$ cat src/core/ospt_pkg.sv
// Package for the one-shot pulse timer channel: register map, control field layout,
// reset values, divider constant and the channel phase encoding.
// Assumes a 32-bit plain register port with byte offsets on word boundaries.
package ospt_pkg;

    localparam int unsigned OSPT_ADDR_W      = 8;
    localparam int unsigned OSPT_DATA_W      = 32;
    localparam int unsigned OSPT_CNT_W       = 24;

    localparam logic [7:0]  OSPT_OFS_CTRL    = 8'h00;
    localparam logic [7:0]  OSPT_OFS_PCNT    = 8'h04;
    localparam logic [7:0]  OSPT_OFS_PCMP    = 8'h08;
    localparam logic [7:0]  OSPT_OFS_DCMP    = 8'h0c;
    localparam logic [7:0]  OSPT_OFS_ISTAT   = 8'h10;
    localparam logic [7:0]  OSPT_OFS_IMASK   = 8'h14;
    localparam logic [7:0]  OSPT_OFS_PHASE   = 8'h18;

    localparam int unsigned OSPT_CTRL_W      = 10;
    localparam int unsigned OSPT_B_EN        = 0;
    localparam int unsigned OSPT_B_ONESHOT   = 1;
    localparam int unsigned OSPT_B_CHAIN     = 2;
    localparam int unsigned OSPT_B_EXTSEL    = 3;
    localparam int unsigned OSPT_B_RSTCMP    = 4;
    localparam int unsigned OSPT_B_SERIAL    = 5;
    localparam int unsigned OSPT_B_UPD_LO    = 6;
    localparam int unsigned OSPT_B_UPD_HI    = 7;
    localparam int unsigned OSPT_B_FXSEL     = 8;
    localparam int unsigned OSPT_B_LEVEL     = 9;

    localparam logic [9:0]  OSPT_CTRL_RST    = 10'h200;
    localparam logic [1:0]  OSPT_UPD_OFF     = 2'h0;
    localparam logic [1:0]  OSPT_IRQ_RST     = 2'h0;
    localparam int unsigned OSPT_B_IRQ_CMP0  = 0;
    localparam int unsigned OSPT_B_IRQ_CMP1  = 1;

    // Fixed clock enable index one divides the core clock by sixteen
    localparam int unsigned OSPT_FX1_DIV     = 16;
    localparam logic [3:0]  OSPT_DIV_LAST    = 4'(OSPT_FX1_DIV - 1);

    typedef enum logic [2:0] {
        OSPT_IDLE,
        OSPT_INIT,
        OSPT_PULSE,
        OSPT_RUN,
        OSPT_SHIFT
    } ospt_phase_t;

endpackage : ospt_pkg

$ cat src/core/ospt_channel.sv
// One-shot pulse timer channel: period counter, period and duty compare, one-shot
// launch, continuous pulse and serial shift output, compare triggers and interrupt.
// Assumes a plain register port with read data one cycle after the read strobe,
// a previous-channel trigger from logic on core_clk and a capture event from a pin.
`timescale 1ns/1ps
`default_nettype none

module ospt_channel
    import ospt_pkg::*;
#(
    parameter int unsigned CNT_W = OSPT_CNT_W
) (
    input  wire logic                   core_clk,
    input  wire logic                   sys_rst,
    input  wire logic [OSPT_ADDR_W-1:0] reg_addr,
    input  wire logic [OSPT_DATA_W-1:0] reg_wdata,
    input  wire logic                   reg_wr,
    input  wire logic                   reg_rd,
    output var  logic [OSPT_DATA_W-1:0] reg_rdata,
    input  wire logic                   previous_channel_trigger,
    input  wire logic                   external_capture_event,
    output var  logic                   channel_out,
    output var  logic                   first_compare_trigger,
    output var  logic                   second_compare_trigger,
    output var  logic                   irq
);

    // State fields, all registered together:
    //   phase          - where the channel is in its cycle
    //   ctrl           - control word as last written
    //   period_counter - counts selected clock enables
    //   period_compare - period length, or shift count
    //   duty_compare   - pulse length, or shift pattern
    //   shreg          - rotating shift pattern
    //   notify         - sticky compare flags
    //   mask           - interrupt enables per flag
    //   div            - free-running divide-by-16 count
    //   tick           - registered clock enable
    //   cap_s1, cap_s2 - capture pin synchroniser
    //   cap_prev       - last synchronised capture level
    //   ext_pend       - counter reset waiting for tick
    //   launch_pend    - chain or capture launch waiting
    //   active         - output level before polarity
    //   pin            - output after polarity
    //   trig0, trig1   - one-cycle compare triggers
    //   irq, rdata     - interrupt and read answer
    // Keeping everything in one struct lets reset and
    // the register update stay in a single clocked block.

    typedef struct packed {
        ospt_phase_t             phase;
        logic [OSPT_CTRL_W-1:0]  ctrl;
        logic [CNT_W-1:0]        period_counter;
        logic [CNT_W-1:0]        period_compare;
        logic [CNT_W-1:0]        duty_compare;
        logic [CNT_W-1:0]        shreg;
        logic [1:0]              notify;
        logic [1:0]              mask;
        logic [3:0]              div;
        logic                    tick;
        logic                    cap_s1;
        logic                    cap_s2;
        logic                    cap_prev;
        logic                    ext_pend;
        logic                    launch_pend;
        logic                    active;
        logic                    pin;
        logic                    trig0;
        logic                    trig1;
        logic                    irq;
        logic [OSPT_DATA_W-1:0]  rdata;
    } ospt_state_t;

    ospt_state_t st_ff;
    ospt_state_t nxt_st;

    // Every output is a plain copy of a state field
    assign reg_rdata              = st_ff.rdata;
    assign channel_out            = st_ff.pin;
    assign first_compare_trigger  = st_ff.trig0;
    assign second_compare_trigger = st_ff.trig1;
    assign irq                    = st_ff.irq;

    // Phase flow:
    //   IDLE  - counter held at zero, output inactive
    //   INIT  - one-shot lead-in, output held inactive
    //   PULSE - one-shot pulse, ends back in IDLE
    //   RUN   - continuous pulses, one per period
    //   SHIFT - serial output, one bit per tick
    // A one-shot starts from a counter write or, with
    // chain start set, from the previous channel or the
    // capture pin. Chain and capture launches wait for
    // the next tick, so the lead-in always begins on a
    // clean enable boundary.
    // Both compares run in INIT as well, so triggers
    // and flags appear there even though the output
    // stays inactive; software that counts interrupts
    // must expect them.
    // The capture counter reset never acts at once: it
    // is parked in ext_pend until the selected enable,
    // which keeps compare values of zero and one exact
    // on a divided clock.

    always_comb begin
        logic             en;
        logic             oneshot;
        logic             serial;
        logic             cap_edge;
        logic             match0;
        logic             match1;
        logic             duty_on;
        logic [CNT_W-1:0] cmp0_m1;
        logic [1:0]       clr;
        logic [1:0]       upd;
        en       = st_ff.ctrl[OSPT_B_EN];
        oneshot  = st_ff.ctrl[OSPT_B_ONESHOT];
        serial   = st_ff.ctrl[OSPT_B_SERIAL];
        upd      = st_ff.ctrl[OSPT_B_UPD_HI:OSPT_B_UPD_LO];
        cap_edge = st_ff.cap_s2 & ~st_ff.cap_prev;
        // A zero period compare behaves as one so that the counter never wraps
        cmp0_m1  = (st_ff.period_compare == '0) ? '0 : st_ff.period_compare - 1'b1;
        match0   = (st_ff.period_counter == cmp0_m1);
        // A zero duty compare means no active level at all
        duty_on  = (st_ff.duty_compare != '0);
        match1   = duty_on & (st_ff.period_counter == st_ff.duty_compare - 1'b1);
        clr      = 2'h0;

        nxt_st       = st_ff;
        nxt_st.trig0 = 1'b0;
        nxt_st.trig1 = 1'b0;

        // Divider and enable run even while disabled, so
        // the first tick after enabling is never late by
        // more than one divided period.
        // Free-running divider; enable is registered, so counting lags selection by one cycle
        nxt_st.div  = st_ff.div + 1'b1;
        nxt_st.tick = st_ff.ctrl[OSPT_B_FXSEL] ? (st_ff.div == OSPT_DIV_LAST) : 1'b1;

        // Two flops before the edge detector; only the
        // second stage feeds any decision.
        nxt_st.cap_s1   = external_capture_event;
        nxt_st.cap_s2   = st_ff.cap_s1;
        nxt_st.cap_prev = st_ff.cap_s2;

        // Requests wait for the clock enable; a new request in the consuming cycle survives
        nxt_st.ext_pend = (st_ff.ext_pend & ~st_ff.tick)
                        | (cap_edge & st_ff.ctrl[OSPT_B_EXTSEL] & st_ff.ctrl[OSPT_B_RSTCMP]);
        nxt_st.launch_pend = (st_ff.launch_pend & ~st_ff.tick)
                           | (oneshot & st_ff.ctrl[OSPT_B_CHAIN]
                              & (previous_channel_trigger | (cap_edge & st_ff.ctrl[OSPT_B_EXTSEL])));

        // Clearing enable drops every pending request so a
        // stale capture cannot start a pulse on re-enable.

        if (!en) begin
            nxt_st.phase       = OSPT_IDLE;
            nxt_st.active      = 1'b0;
            nxt_st.ext_pend    = 1'b0;
            nxt_st.launch_pend = 1'b0;
        end else if (st_ff.tick) begin
            // Launch beats a capture reset on the same tick
            if (st_ff.launch_pend && !serial) begin
                nxt_st.period_counter = '0;
                nxt_st.phase          = OSPT_INIT;
                nxt_st.active         = 1'b0;
            end else begin
                case (st_ff.phase)
                    OSPT_IDLE: begin
                        nxt_st.period_counter = '0;
                        if (serial) begin
                            nxt_st.phase = OSPT_SHIFT;
                            nxt_st.shreg = st_ff.duty_compare;
                        end else if (!oneshot) begin
                            nxt_st.phase  = OSPT_RUN;
                            nxt_st.active = duty_on;
                        end
                    end
                    // Compare handling shared by the three
                    // counting phases; a pending capture reset
                    // wins over a match on the same tick.
                    OSPT_INIT, OSPT_PULSE, OSPT_RUN: begin
                        if (st_ff.ext_pend) begin
                            // Reset lands on the enable, so a new period starts cleanly
                            nxt_st.period_counter = '0;
                            if (st_ff.phase != OSPT_INIT) begin
                                nxt_st.active = duty_on;
                            end
                        end else begin
                            nxt_st.trig0 = match0;
                            nxt_st.trig1 = match1;
                            if (match0) begin
                                nxt_st.period_counter = '0;
                                if (st_ff.phase == OSPT_PULSE) begin
                                    nxt_st.phase  = OSPT_IDLE;
                                    nxt_st.active = 1'b0;
                                end else begin
                                    nxt_st.phase  = (st_ff.phase == OSPT_INIT) ? OSPT_PULSE : OSPT_RUN;
                                    nxt_st.active = duty_on;
                                end
                            end else begin
                                nxt_st.period_counter = st_ff.period_counter + 1'b1;
                                if (match1 && st_ff.phase != OSPT_INIT) begin
                                    nxt_st.active = 1'b0;
                                end
                            end
                            if (st_ff.phase == OSPT_INIT) begin
                                nxt_st.active = match0 & duty_on;
                            end
                        end
                    end
                    // Serial output: the MSB goes out and the
                    // pattern rotates on every tick. At the end
                    // of the count a reload happens only with
                    // reload update on; otherwise shifting just
                    // carries on, so the line never stalls.
                    // Counts above 23 are a software mistake
                    // and are not trapped here.
                    OSPT_SHIFT: begin
                        nxt_st.active = st_ff.shreg[CNT_W-1];
                        nxt_st.shreg  = {st_ff.shreg[CNT_W-2:0], st_ff.shreg[CNT_W-1]};
                        if (st_ff.ext_pend) begin
                            nxt_st.period_counter = '0;
                        end else if (st_ff.period_counter == st_ff.period_compare) begin
                            nxt_st.trig0          = 1'b1;
                            nxt_st.period_counter = '0;
                            if (upd != OSPT_UPD_OFF) begin
                                nxt_st.shreg = st_ff.duty_compare;
                            end
                        end else begin
                            nxt_st.period_counter = st_ff.period_counter + 1'b1;
                        end
                    end
                    default: begin
                        nxt_st.phase = OSPT_IDLE;
                    end
                endcase
            end
        end

        // Register writes come last so they win over the
        // tick update of the same cycle. Map:
        //   CTRL  - enable, one-shot, chain start, capture
        //           select, capture reset, serial, reload
        //           update, clock index, active level
        //   PCNT  - period counter, write launches a
        //           one-shot when chain start is clear
        //   PCMP  - period compare, shift count in serial
        //   DCMP  - duty compare, shift pattern in serial
        //   ISTAT - sticky flags, cleared by reading
        //   IMASK - interrupt enables
        //   PHASE - read-only phase and active level
        // Unmapped offsets are ignored; the bus never
        // waits.

        if (reg_wr) begin
            if (reg_addr == OSPT_OFS_CTRL) begin
                nxt_st.ctrl = reg_wdata[OSPT_CTRL_W-1:0];
            end else if (reg_addr == OSPT_OFS_PCNT) begin
                nxt_st.period_counter = reg_wdata[CNT_W-1:0];
                if (en && oneshot && !serial && !st_ff.ctrl[OSPT_B_CHAIN]) begin
                    // Each write restarts the initial phase from the written count
                    nxt_st.phase  = OSPT_INIT;
                    nxt_st.active = 1'b0;
                end
            end else if (reg_addr == OSPT_OFS_PCMP) begin
                nxt_st.period_compare = reg_wdata[CNT_W-1:0];
            end else if (reg_addr == OSPT_OFS_DCMP) begin
                nxt_st.duty_compare = reg_wdata[CNT_W-1:0];
            end else if (reg_addr == OSPT_OFS_IMASK) begin
                nxt_st.mask = reg_wdata[1:0];
            end
        end

        // Read data stands for one cycle only and is zero
        // otherwise, so a bus mux can simply OR slaves.
        // Reading ISTAT clears both flags, but a trigger
        // of the same cycle is kept.

        nxt_st.rdata = '0;
        if (reg_rd) begin
            if (reg_addr == OSPT_OFS_CTRL) begin
                nxt_st.rdata = {{(OSPT_DATA_W-OSPT_CTRL_W){1'b0}}, st_ff.ctrl};
            end else if (reg_addr == OSPT_OFS_PCNT) begin
                nxt_st.rdata = {{(OSPT_DATA_W-CNT_W){1'b0}}, st_ff.period_counter};
            end else if (reg_addr == OSPT_OFS_PCMP) begin
                nxt_st.rdata = {{(OSPT_DATA_W-CNT_W){1'b0}}, st_ff.period_compare};
            end else if (reg_addr == OSPT_OFS_DCMP) begin
                nxt_st.rdata = {{(OSPT_DATA_W-CNT_W){1'b0}}, st_ff.duty_compare};
            end else if (reg_addr == OSPT_OFS_ISTAT) begin
                nxt_st.rdata = {{(OSPT_DATA_W-2){1'b0}}, st_ff.notify};
                clr          = 2'h3;
            end else if (reg_addr == OSPT_OFS_IMASK) begin
                nxt_st.rdata = {{(OSPT_DATA_W-2){1'b0}}, st_ff.mask};
            end else if (reg_addr == OSPT_OFS_PHASE) begin
                nxt_st.rdata = {{(OSPT_DATA_W-4){1'b0}}, st_ff.active, st_ff.phase};
            end
        end

        // A trigger in the same cycle as the clearing read stays set
        nxt_st.notify = (st_ff.notify & ~clr) | {nxt_st.trig1, nxt_st.trig0};
        nxt_st.irq    = |(nxt_st.notify & st_ff.mask);

        // Polarity is applied last, from the current
        // control word, so a level change shows two
        // cycles after the write that makes it.
        nxt_st.pin    = nxt_st.active ? st_ff.ctrl[OSPT_B_LEVEL] : ~st_ff.ctrl[OSPT_B_LEVEL];
    end

    // Synchronous reset only: every field goes to a
    // constant, with the output at its inactive level
    // for the reset polarity so no glitch leaves the
    // pin when reset releases.

    always_ff @(posedge core_clk) begin
        if (sys_rst) begin
            st_ff             <= '0;
            st_ff.phase       <= OSPT_IDLE;
            st_ff.ctrl        <= OSPT_CTRL_RST;
            st_ff.notify      <= OSPT_IRQ_RST;
            st_ff.mask        <= OSPT_IRQ_RST;
            st_ff.pin         <= ~OSPT_CTRL_RST[OSPT_B_LEVEL];
        end else begin
            st_ff <= nxt_st;
        end
    end

endmodule : ospt_channel

`default_nettype wire

$ cat config.mk
export PLATFORM = sky130hd
export DESIGN_NAME = ospt_channel
export DESIGN_NICKNAME = d
export VERILOG_FILES = /design/src/core/ospt_pkg.sv /design/src/core/ospt_channel.sv
export SDC_FILE = /design/constraint.sdc
export NUM_CORES = 1
export LEC_CHECK = 0
export BUFFER_PORTS_ARGS = -buffer_cell sky130_fd_sc_hd__buf_2
export CORE_MARGIN = 2
export CORE_UTILIZATION = 55
export CTS_CLUSTER_DIAMETER = 30
export DETAILED_ROUTE_END_ITERATION = 8
export PLACE_DENSITY = 0.77
export SYNTH_ARGS = -nofsm -noshare
export SYNTH_HDL_FRONTEND = slang
export SYNTH_SLANG_ARGS = --single-unit
$ cat constraint.sdc
create_clock -name core_clk -period 3.55 [get_ports core_clk]
set_clock_uncertainty 0.1 [all_clocks]
set_input_delay 0.71 -clock core_clk [delete_from_list [all_inputs] [get_ports core_clk]]
set_output_delay 0.71 -clock core_clk [all_outputs]
set_load 0.03 [all_outputs]
Word level (Yosys, flattened, before mapping)
Cells that the tools add are included.
{"block": "op_classes", "addsub": 4, "n_eq_ne": 16, "n_mux": 74, "bitwise_logic": 26, "n_reduce_logical": 24}
{"cell": "24-bit two-way mux", "n": 19}
{"cell": "85-bit two-way mux", "n": 1}
{"cell": "24-bit equality test", "n": 3}
{"cell": "72-bit two-way mux", "n": 1}
{"cell": "24-bit one-hot mux with 3 select lines", "n": 1}
{"cell": "48-bit two-way mux", "n": 1}
{"cell": "24-bit one-hot mux with 2 select lines", "n": 1}
{"cell": "24-bit by 1-bit subtractor with 24-bit output (second input constant)", "n": 2}
{"cell": "3-bit two-way mux", "n": 10}
{"cell": "24-bit by 1-bit adder with 24-bit output (second input constant)", "n": 1}
{"cell": "8-bit by 5-bit equality test with 1-bit output (second input constant)", "n": 3}
{"cell": "24-bit zero test", "n": 1}
{"cell": "24-bit nonzero test", "n": 1}
{"cell": "2-bit two-way mux", "n": 11}
{"cell": "1-bit two-way mux", "n": 21}
{"cell": "10-bit two-way mux", "n": 2}
{"cell": "8-bit by 4-bit equality test with 1-bit output (second input constant)", "n": 2}
{"cell": "4-bit two-way mux", "n": 3}
{"cell": "1-bit inverter", "n": 10}
{"cell": "5-bit AND reduction", "n": 2}
{"cell": "1-bit bitwise AND", "n": 9}
{"cell": "3-bit one-hot mux with 3 select lines", "n": 1}
{"cell": "8-bit by 3-bit equality test with 1-bit output (second input constant)", "n": 1}
{"cell": "8-bit zero test", "n": 1}
{"cell": "other kinds (23)", "n": 36}
{"block": "word_totals", "reg_bits": 160, "inputBits": 46, "out_inout_bits": 36, "word_cells": 167}

Longest topological paths before layout
Gate-level depths: netlist of the first run.
{"block": "depth", "ltp_word": 17, "ltp_mapped": 14, "ltp_nobuf": 12}

Worst setup path after synthesis of the first run
OpenSTA, ideal clock, no wires.
{"block": "synth_path", "kind": "reg2reg", "start": "register st_ff[108] (netlist name)", "end": "register st_ff[137] (netlist name)", "setup_ps": 137, "arrival_time_ps": 3435, "required_ps": 3313, "setup_slack_ps": -122, "stages_incl_launch_ff": 12, "n_path_buf": 1, "synth_period_minus_slack_ps": 3672, "cell_sequence": "dfxtp_1 > buf_6 > or4_4 > or4_4 > or4_4 > xor2_1 > a21bo_1 > a2111oi_4 > nand4_4 > a21boi_1 > a2111oi_0 > a211oi_1"}
{"block": "synth_via", "elab_chain_len": 12, "elab_cells_between_ends": 16, "cone_classes": "add/sub (1); eq/ne (2); mux (12); reduce/logical (1)"}
{"element": "start, declared", "line_no": "ospt_channel.sv:74", "source": "ospt_state_t st_ff;"}
{"element": "start signal, assigned", "line_no": "ospt_channel.sv:323", "source": "st_ff <= nxt_st;"}
{"element": "24-bit by 1-bit subtractor with 24-bit output or 24-bit zero test (tied branches)", "line_no": "ospt_channel.sv:121", "source": "cmp0_m1 = (st_ff.period_compare == '0) ? '0 : st_ff.period_compare - 1'b1;"}
{"element": "24-bit two-way mux", "line_no": "ospt_channel.sv:121"}
{"element": "24-bit equality test", "line_no": "ospt_channel.sv:122", "source": "match0 = (st_ff.period_counter == cmp0_m1);"}
{"element": "24-bit two-way mux", "line_no": "ospt_channel.sv:191", "source": "if (match0) begin"}
{"element": "24-bit two-way mux", "line_no": "ospt_channel.sv:182", "source": "if (st_ff.ext_pend) begin"}
{"element": "24-bit one-hot mux with 3 select lines *", "line_no": "ospt_channel.sv:167", "source": "case (st_ff.phase)"}
{"element": "24-bit two-way mux *", "line_no": "ospt_channel.sv:162", "source": "if (st_ff.launch_pend && !serial) begin"}
{"element": "24-bit two-way mux *", "line_no": "ospt_channel.sv:160", "source": "end else if (st_ff.tick) begin"}
{"element": "24-bit two-way mux *", "line_no": "ospt_channel.sv:155", "source": "if (!en) begin"}
{"element": "24-bit two-way mux", "line_no": "ospt_channel.sv:258", "source": "end else if (reg_addr == OSPT_OFS_PCNT) begin"}
{"element": "72-bit two-way mux", "line_no": "ospt_channel.sv:256", "source": "if (reg_addr == OSPT_OFS_CTRL) begin"}
{"element": "85-bit two-way mux *", "line_no": "ospt_channel.sv:255", "source": "if (reg_wr) begin"}
Mark *: on every way between the ends. The rest lies on a longest branch, timed or not.
A chain may end at the register's enable or synchronous reset.

Final worst setup path of the first run
{"block": "layout_path", "start": "register st_ff[110] (netlist name)", "end": "register st_ff[125] (netlist name)"}
The elaborated chain is that of the path after synthesis.

==> metrics.yaml, run 1 <==
setup_path:
  worstPathRequired_ps: 3770
  startpoint_type: "flip-flop"
  cp-end-kind: "flip-flop"
  worstSetupPathType: "reg -> reg"
  worstPathMaxFanout: 5
  crit_arrival_ps: 4000
sta:
  maxSlewHeadroom: 0.581
  fmax_ghz: 0.264
  slew_violations: 0
  layout_setup_ws_ps: -231
  worst_pin_slew_ps: 628
  finalSetupViolations: 30
  period_needed_ps: 3780
  hold_viol: 0
  fin_setup_tns_ps: -3540
  timing.final.crit_share: 1.07
  rsz0062_at_grt: "true"
cts:
  cts_inserted_buffers: 17
  cts_tree: "done"
  cts.sinks: 152
  clockBufferDepth: 2
  clk-insertion-delay-late_ps: 430
  path_clk_slew_ps: 60
  cts_root_buf: "clkbuf_16"
  ctsHtreeMaxLevel: 4
floorplanning:
  die_area_sq_mm: 0.0192
  rows: 49
  core_sq_mm: 0.0178
  ios: 82
  die_h_um: 139
  initial_core_util: 0.558
  die_x_um: 139
routing:
  num_vias: 10500
  drc_errors: 0
  wl_per_cell_um: 20.8
  ant_nets: 0
  viasPerCell: 6.37
  drt_iter0_drc: 1351
  wirelength_mm: 34.3
  drt_first_pass_iters: 7
yosys:
  synthCells: 1324
  ys_seq_area_frac: 0.306
  ys_warn_count: 0
  async_flop_share: 0
  synth-edff-count: 0
  syn_area_sq_mm: 0.00995
  synth-main-ff-cell: "dfxtp_1"
  syn_area_per_cell_sq_um: 7.52
  yosysUniqueCellTypes: 79
  synth-seq-cells: 152
place:
  port_buffers: 65
  hpwl_mm: 24.8
  place.gp.congestion: 0.991
  dp.cells: 1614
power_and_ir_drop:
  p_leak_nw: 4.77
  powerDensity_mw_per_mm2: 317
  ir_drop_uv: 331
outcome:
  violations: "setup timing"
  status: "finished, violations left"
global_route:
  antenna_found_initial: 0
  grtUsageTotal: 0.348
  grt_overflow: 0
  grt_pass1_wl_mm: 53.4
  grt_pass1_vias: 9775
  grt_max_degree: 51
cells_and_area:
  finalNonFillerCells: 1649
  diodes: 0
  drive_gt1_frac: 0.230
  area_growth_pct: 17.7
  mostFrequentLayoutCell: "nand2_1"
  fin_nets: 1459
  layout.cells.most_common_list: "210 x nand2_1, 150 x dfxtp_1, 140 x buf_4, 113 x nor2_1, 91 x a21oi_1"
  fill_cells: 1538
hold_path:
  hold_path.class: "reg -> reg"
run:
  cap_violations: 0
per-stage QoR:
stage	worst slack [ps]	utilization	total power, mW	instance area [sq um]	hold slack (ps)
global placement	-230	0.617	1.97	11000	329
CTS	-246	0.651	3.70	11600	350
finish	-231	0.657	3.71	11700	348
detailed placement	-279	0.617	1.97	11000	335
global route	-300	0.657	3.80	11700	364
floorplan	-97.2	-	1.88	10000	314
report_power, final:
| part | internal, mW | leakage [nW] | total (mW) | switching [mW] |
|---|---|---|---|---|
| Combinational | 0.0842 | 3.27 | 0.237 | 0.153 |
| Clock | 0.995 | 0.270 | 1.76 | 0.761 |
| Sequential | 1.71 | 1.23 | 1.72 | 0.00687 |
| Total | 2.79 | 4.77 | 3.71 | 0.921 |
worst max-delay path: stages (launching register included):
cell	delay, ps
dfxtp_2	320
or4_4	520
or4_4	570
or4_4	460
a32oi_1	210
o2111ai_1	140
nor4_2	370
nand4_4	210
buf_6	190
a221o_1	310
o31a_1	270
final timing paths:
kind	start	endpoint	slack [ps]	cells past startpoint
worst max register to register	st_ff[110]$_SDFFE_PP0P_	st_ff[125]$_SDFF_PP0_	-230	10
worst max-delay path	st_ff[110]$_SDFFE_PP0P_	st_ff[125]$_SDFF_PP0_	-230	10
worst min-delay path	st_ff[43]$_SDFF_PP0_	st_ff[43]$_SDFF_PP0_	350	1
worst min register to register	st_ff[43]$_SDFF_PP0_	st_ff[43]$_SDFF_PP0_	350	1
cell type report:
class	instances	area [sq um]	area share
Tap cell	229	287	0.0245
Timing Repair Buffer	208	1440	0.123
Multi-Input combinational cell	1012	6320	0.539
Inverter	17	63.8	0.00545
Clock inverter	11	114	0.00972
Sequential cell	152	3050	0.260
Clock buffer	20	447	0.0381
timing repair:
| action | in CTS | in global routing |
|---|---|---|
| hold buffers | 0 | 0 |
| setup endpoints to repair | 31 | 33 |
| resized for setup | 8 | 26 |
| pin swaps | 7 | 7 |
| endpoints found under the hold margin | 0 | 0 |
| buffers inserted | 2 | 2 |
cell usage after synthesis (5+ instances only):
library cell / count / area share
and4_1: 7 / 0.0062
a21o_1: 9 / 0.0068
inv_1: 17 / 0.0064
nor2b_1: 13 / 0.0082
o21bai_1: 15 / 0.011
nor2_1: 116 / 0.044
a2111oi_0: 7 / 0.0062
o31ai_1: 6 / 0.0045
nor3_1: 29 / 0.015
and2_1: 6 / 0.0038
nand3b_1: 8 / 0.0060
a31o_2: 7 / 0.0062
nand4_1: 17 / 0.011
buf_4: 32 / 0.024
nand3_1: 36 / 0.018
nand2b_1: 16 / 0.010
mux2_2: 20 / 0.023
or2_1: 10 / 0.0063
a222oi_1: 6 / 0.0060
or2_2: 16 / 0.010
and3_1: 6 / 0.0038
or4_1: 14 / 0.011
a211oi_1: 40 / 0.030
mux2i_1: 29 / 0.029
or3_1: 19 / 0.012
a41oi_1: 5 / 0.0044
dfxtp_1: 152 / 0.31
a21oi_1: 92 / 0.046
nand2_1: 210 / 0.079
a22oi_1: 23 / 0.017
xnor2_1: 43 / 0.038
ha_1: 5 / 0.0063
clkbuf_1: 106 / 0.040
a31oi_1: 8 / 0.0050
xor2_1: 29 / 0.026
buf_2: 5 / 0.0025
nor3b_1: 9 / 0.0068
nor4_1: 25 / 0.016
o21ai_0: 33 / 0.017
routing by layer:
metal  part of all wire  GRT usage  vias to the layer above  wire [um]
met5                  0          0                        -          0
met4              0.056      0.180                        0       1910
met3               0.10     0.0731                      159       3580
met2               0.45      0.552                      624      15500
met1               0.39      0.449                     4878      13300
li1                   -          -                     4841          -
registers in the layout, indices dropped and copies added, names as in the netlist:
register,count
reg_rdata,24
nxt_st,2
channel_out,1
irq,1
second_compare_trigger,1
st_ff,122
first_compare_trigger,1
logic make-up (layout without fill, tap and decap cells):
group	count (synthesis)	after routing	share of synthesized area
XOR/XNOR	72	72	0.0634
flip-flops	152	152	0.306
AND/OR/NAND/NOR	576	576	0.285
adder cells (fa/ha/maj)	5	5	0.00629
multiplexers	49	49	0.0518
buffers and inverters	167	256	0.0779
other	1	8	0.000377
AO/OA/AOI/OAI	302	302	0.210
(Power assumes the default switching activity.)
==> inputs of run 2 (changes only) <==
Settings changed: CORE_MARGIN 2 to 10, GPL_TIMING_DRIVEN set to 0.
==> run 2 against run 1 <==
The flow still finishes with violations (setup timing); via count is 5.5% higher; maximum frequency fell by 5.4%; critical endpoint is now st_ff[127]$_SDFF_PP0_; final cell count increased by 2.3%; core utilization rose by 1.6 points; first-iteration DRC count up 4.1%; flip-flop and latch count stayed put; critical path type unchanged; clock power rose by 5%; total power rose by 3.6%.
==> metrics.yaml, run 2 (same netlist as run 1, synthesis figures left out) <==
outcome:
  status: "finished, violations left"
  violations: "setup timing"
cells_and_area:
  ff_latch_area_sq_mm: 0.00308  # +1.1%
  multi_input_area_sq_mm: 0.00666  # +5.4%
  layout.cells.most_common_list: "210 x nand2_1, 138 x dfxtp_1, 113 x nor2_1, 90 x a21oi_1, 89 x clkbuf_1"
  fill_cells: 1562  # +1.6%
  regMostFlops: "st_ff"
  mostFrequentLayoutCell: "nand2_1"
  drive_gt1_frac: 0.219  # -0.0115
  fin_nets: 1496  # +2.5%
  area_growth_pct: 20.9
  fin_util: 0.672  # +0.0156
  stdcell_area_sq_mm: 0.0120  # +2.7%
  diodes: 0  # unchanged
  largest_reg_flops: 122  # unchanged
cts:
  cts_root_buf: "clkbuf_16"
  path_clk_slew_ps: 70  # about the same
  cts_tree: "done"
  clk-insertion-delay-late_ps: 440  # about the same
  ctsHtreeMaxLevel: 4  # unchanged
  cts.sinks: 152  # unchanged
  cts_inserted_buffers: 17  # unchanged
  clockBufferDepth: 2  # unchanged
  postCtsHoldBufs: 0  # unchanged
floorplanning:
  ios: 82  # unchanged
  rows: 49  # unchanged
  die_area_sq_mm: 0.0239  # +24%
  core_sq_mm: 0.0179  # +0.34%
  die_x_um: 155  # +12%
  initial_core_util: 0.556  # -0.00191
  die_h_um: 155  # +12%
setup_path:
  cp-end-kind: "flip-flop"
  rrSetupSlack_ps: -450  # -220 ps
  crit_arrival_ps: 4200  # +200 ps
  worstPathRequired_ps: 3750  # -20 ps
  startpoint_type: "flip-flop"
  worstSetupPathType: "reg -> reg"
  worstPathMaxFanout: 5  # unchanged
sta:
  period_needed_ps: 4000  # +216 ps
  worst_pin_slew_ps: 1050  # +423 ps
  fmax_ghz: 0.250  # -5.4%
  fin_hold_ws_ps: 349  # +0.388 ps
  layout_setup_ws_ps: -447  # -216 ps
  slew_violations: 0  # unchanged
  rsz0062_at_grt: "true"
  timing.final.crit_share: 1.13  # +0.0609
  finalSetupViolations: 30  # unchanged
  maxSlewHeadroom: 0.297  # -0.284
  hold_viol: 0  # unchanged
routing:
  num_vias: 11100  # +5.5%
  wirelength_mm: 40.1  # +17%
  drt_first_pass_iters: 7  # unchanged
  wl_per_cell_um: 23.8  # +14%
  viasPerCell: 6.56  # +3.1%
  ant_nets: 0  # unchanged
  drc_errors: 0  # unchanged
  drt_iter0_drc: 1406  # +4.1%
place:
  port_buffers: 63  # -3.1%
  pre_cts_ws_ps: -1430  # -1150 ps
  hpwl_mm: 28.6  # +15%
  place.gp.congestion: 1.05  # +6.3%
  place_area_sq_mm: 0.0106  # -3.7%
global_route:
  grt_pass1_vias: 10200  # +4.8%
  grt_overflow: 0  # unchanged
  grtUsageTotal: 0.320  # -0.0286
  antenna_found_initial: 0  # unchanged
  grt_pass1_wl_mm: 59.8  # +12%
  grt_max_degree: 17  # -67%
power_and_ir_drop:
  powerDensity_mw_per_mm2: 319  # +0.86%
  finalPower_mw: 3.84  # +3.6%
  ir_drop_uv: 369  # +12%
  p_leak_nw: 4.74  # -0.55%
hold_path:
  hold_path.class: "reg -> reg"
run:
  cap_violations: 0  # unchanged
==> run 2: cell type report <==
type,instances,share of cell area
inverters,17,0.00530
clock buffers,19,0.0376
well taps,229,0.0238
clock inverters,13,0.0112
repair buffers,107,0.0568
flip-flops and latches,152,0.256
multi-input cells,1012,0.553
plain buffers,138,0.0564
==> run 2: what timing repair did <==
| item | 4_1_cts | 5_1_grt |
|---|---|---|
| setup buffers | 17 | 25 |
| setup endpoints to repair | 57 | 57 |
| gates resized for setup | 93 | 38 |
| gates cloned | 2 | 0 |
| pin swaps | 26 | 19 |
==> run 2: layer usage <==
layer | wire length [um] | track usage
met1 | 15400 | 0.402
met2 | 17700 | 0.494
met3 | 4320 | 0.0618
met4 | 2700 | 0.197
met5 | 0 | 0
==> run 2: path summary, 6_finish.rpt <==
kind                            depth (start not counted)               startpoint                    end
worst min-delay path                                    1     st_ff[43]$_SDFF_PP0_   st_ff[43]$_SDFF_PP0_
worst max register to register                         12  st_ff[111]$_SDFFE_PP0P_  st_ff[127]$_SDFF_PP0_
worst min register to register                          1     st_ff[43]$_SDFF_PP0_   st_ff[43]$_SDFF_PP0_
worst max-delay path                                   12  st_ff[111]$_SDFFE_PP0P_  st_ff[127]$_SDFF_PP0_
==> run 2: worst max-delay path: stages, from the launching register on <==
cell and delay (ps):
dfxtp_4 360, or4_4 560, or4_4 600, or4_4 480, xor2_2 180, a21bo_1 240, a2111oi_4 270, nand4_4 270
a21boi_4 240, buf_6 120, buf_6 120, nor3_2 40, o31a_1 290
==> run 2: metrics by stage <==
step | TNS, ps | cells
finish | -10420 | 1687
global route | -12100 | 1687
CTS | -7480 | 1663
detailed placement | -55120 | 1623
global placement | -58170 | 1623
floorplan | -867 | 1331
==> run 2: where the power goes <==
group / switching (mW) / internal [mW]
clock network: 0.823 / 1.02
registers: 0.00480 / 1.71
logic: 0.183 / 0.104
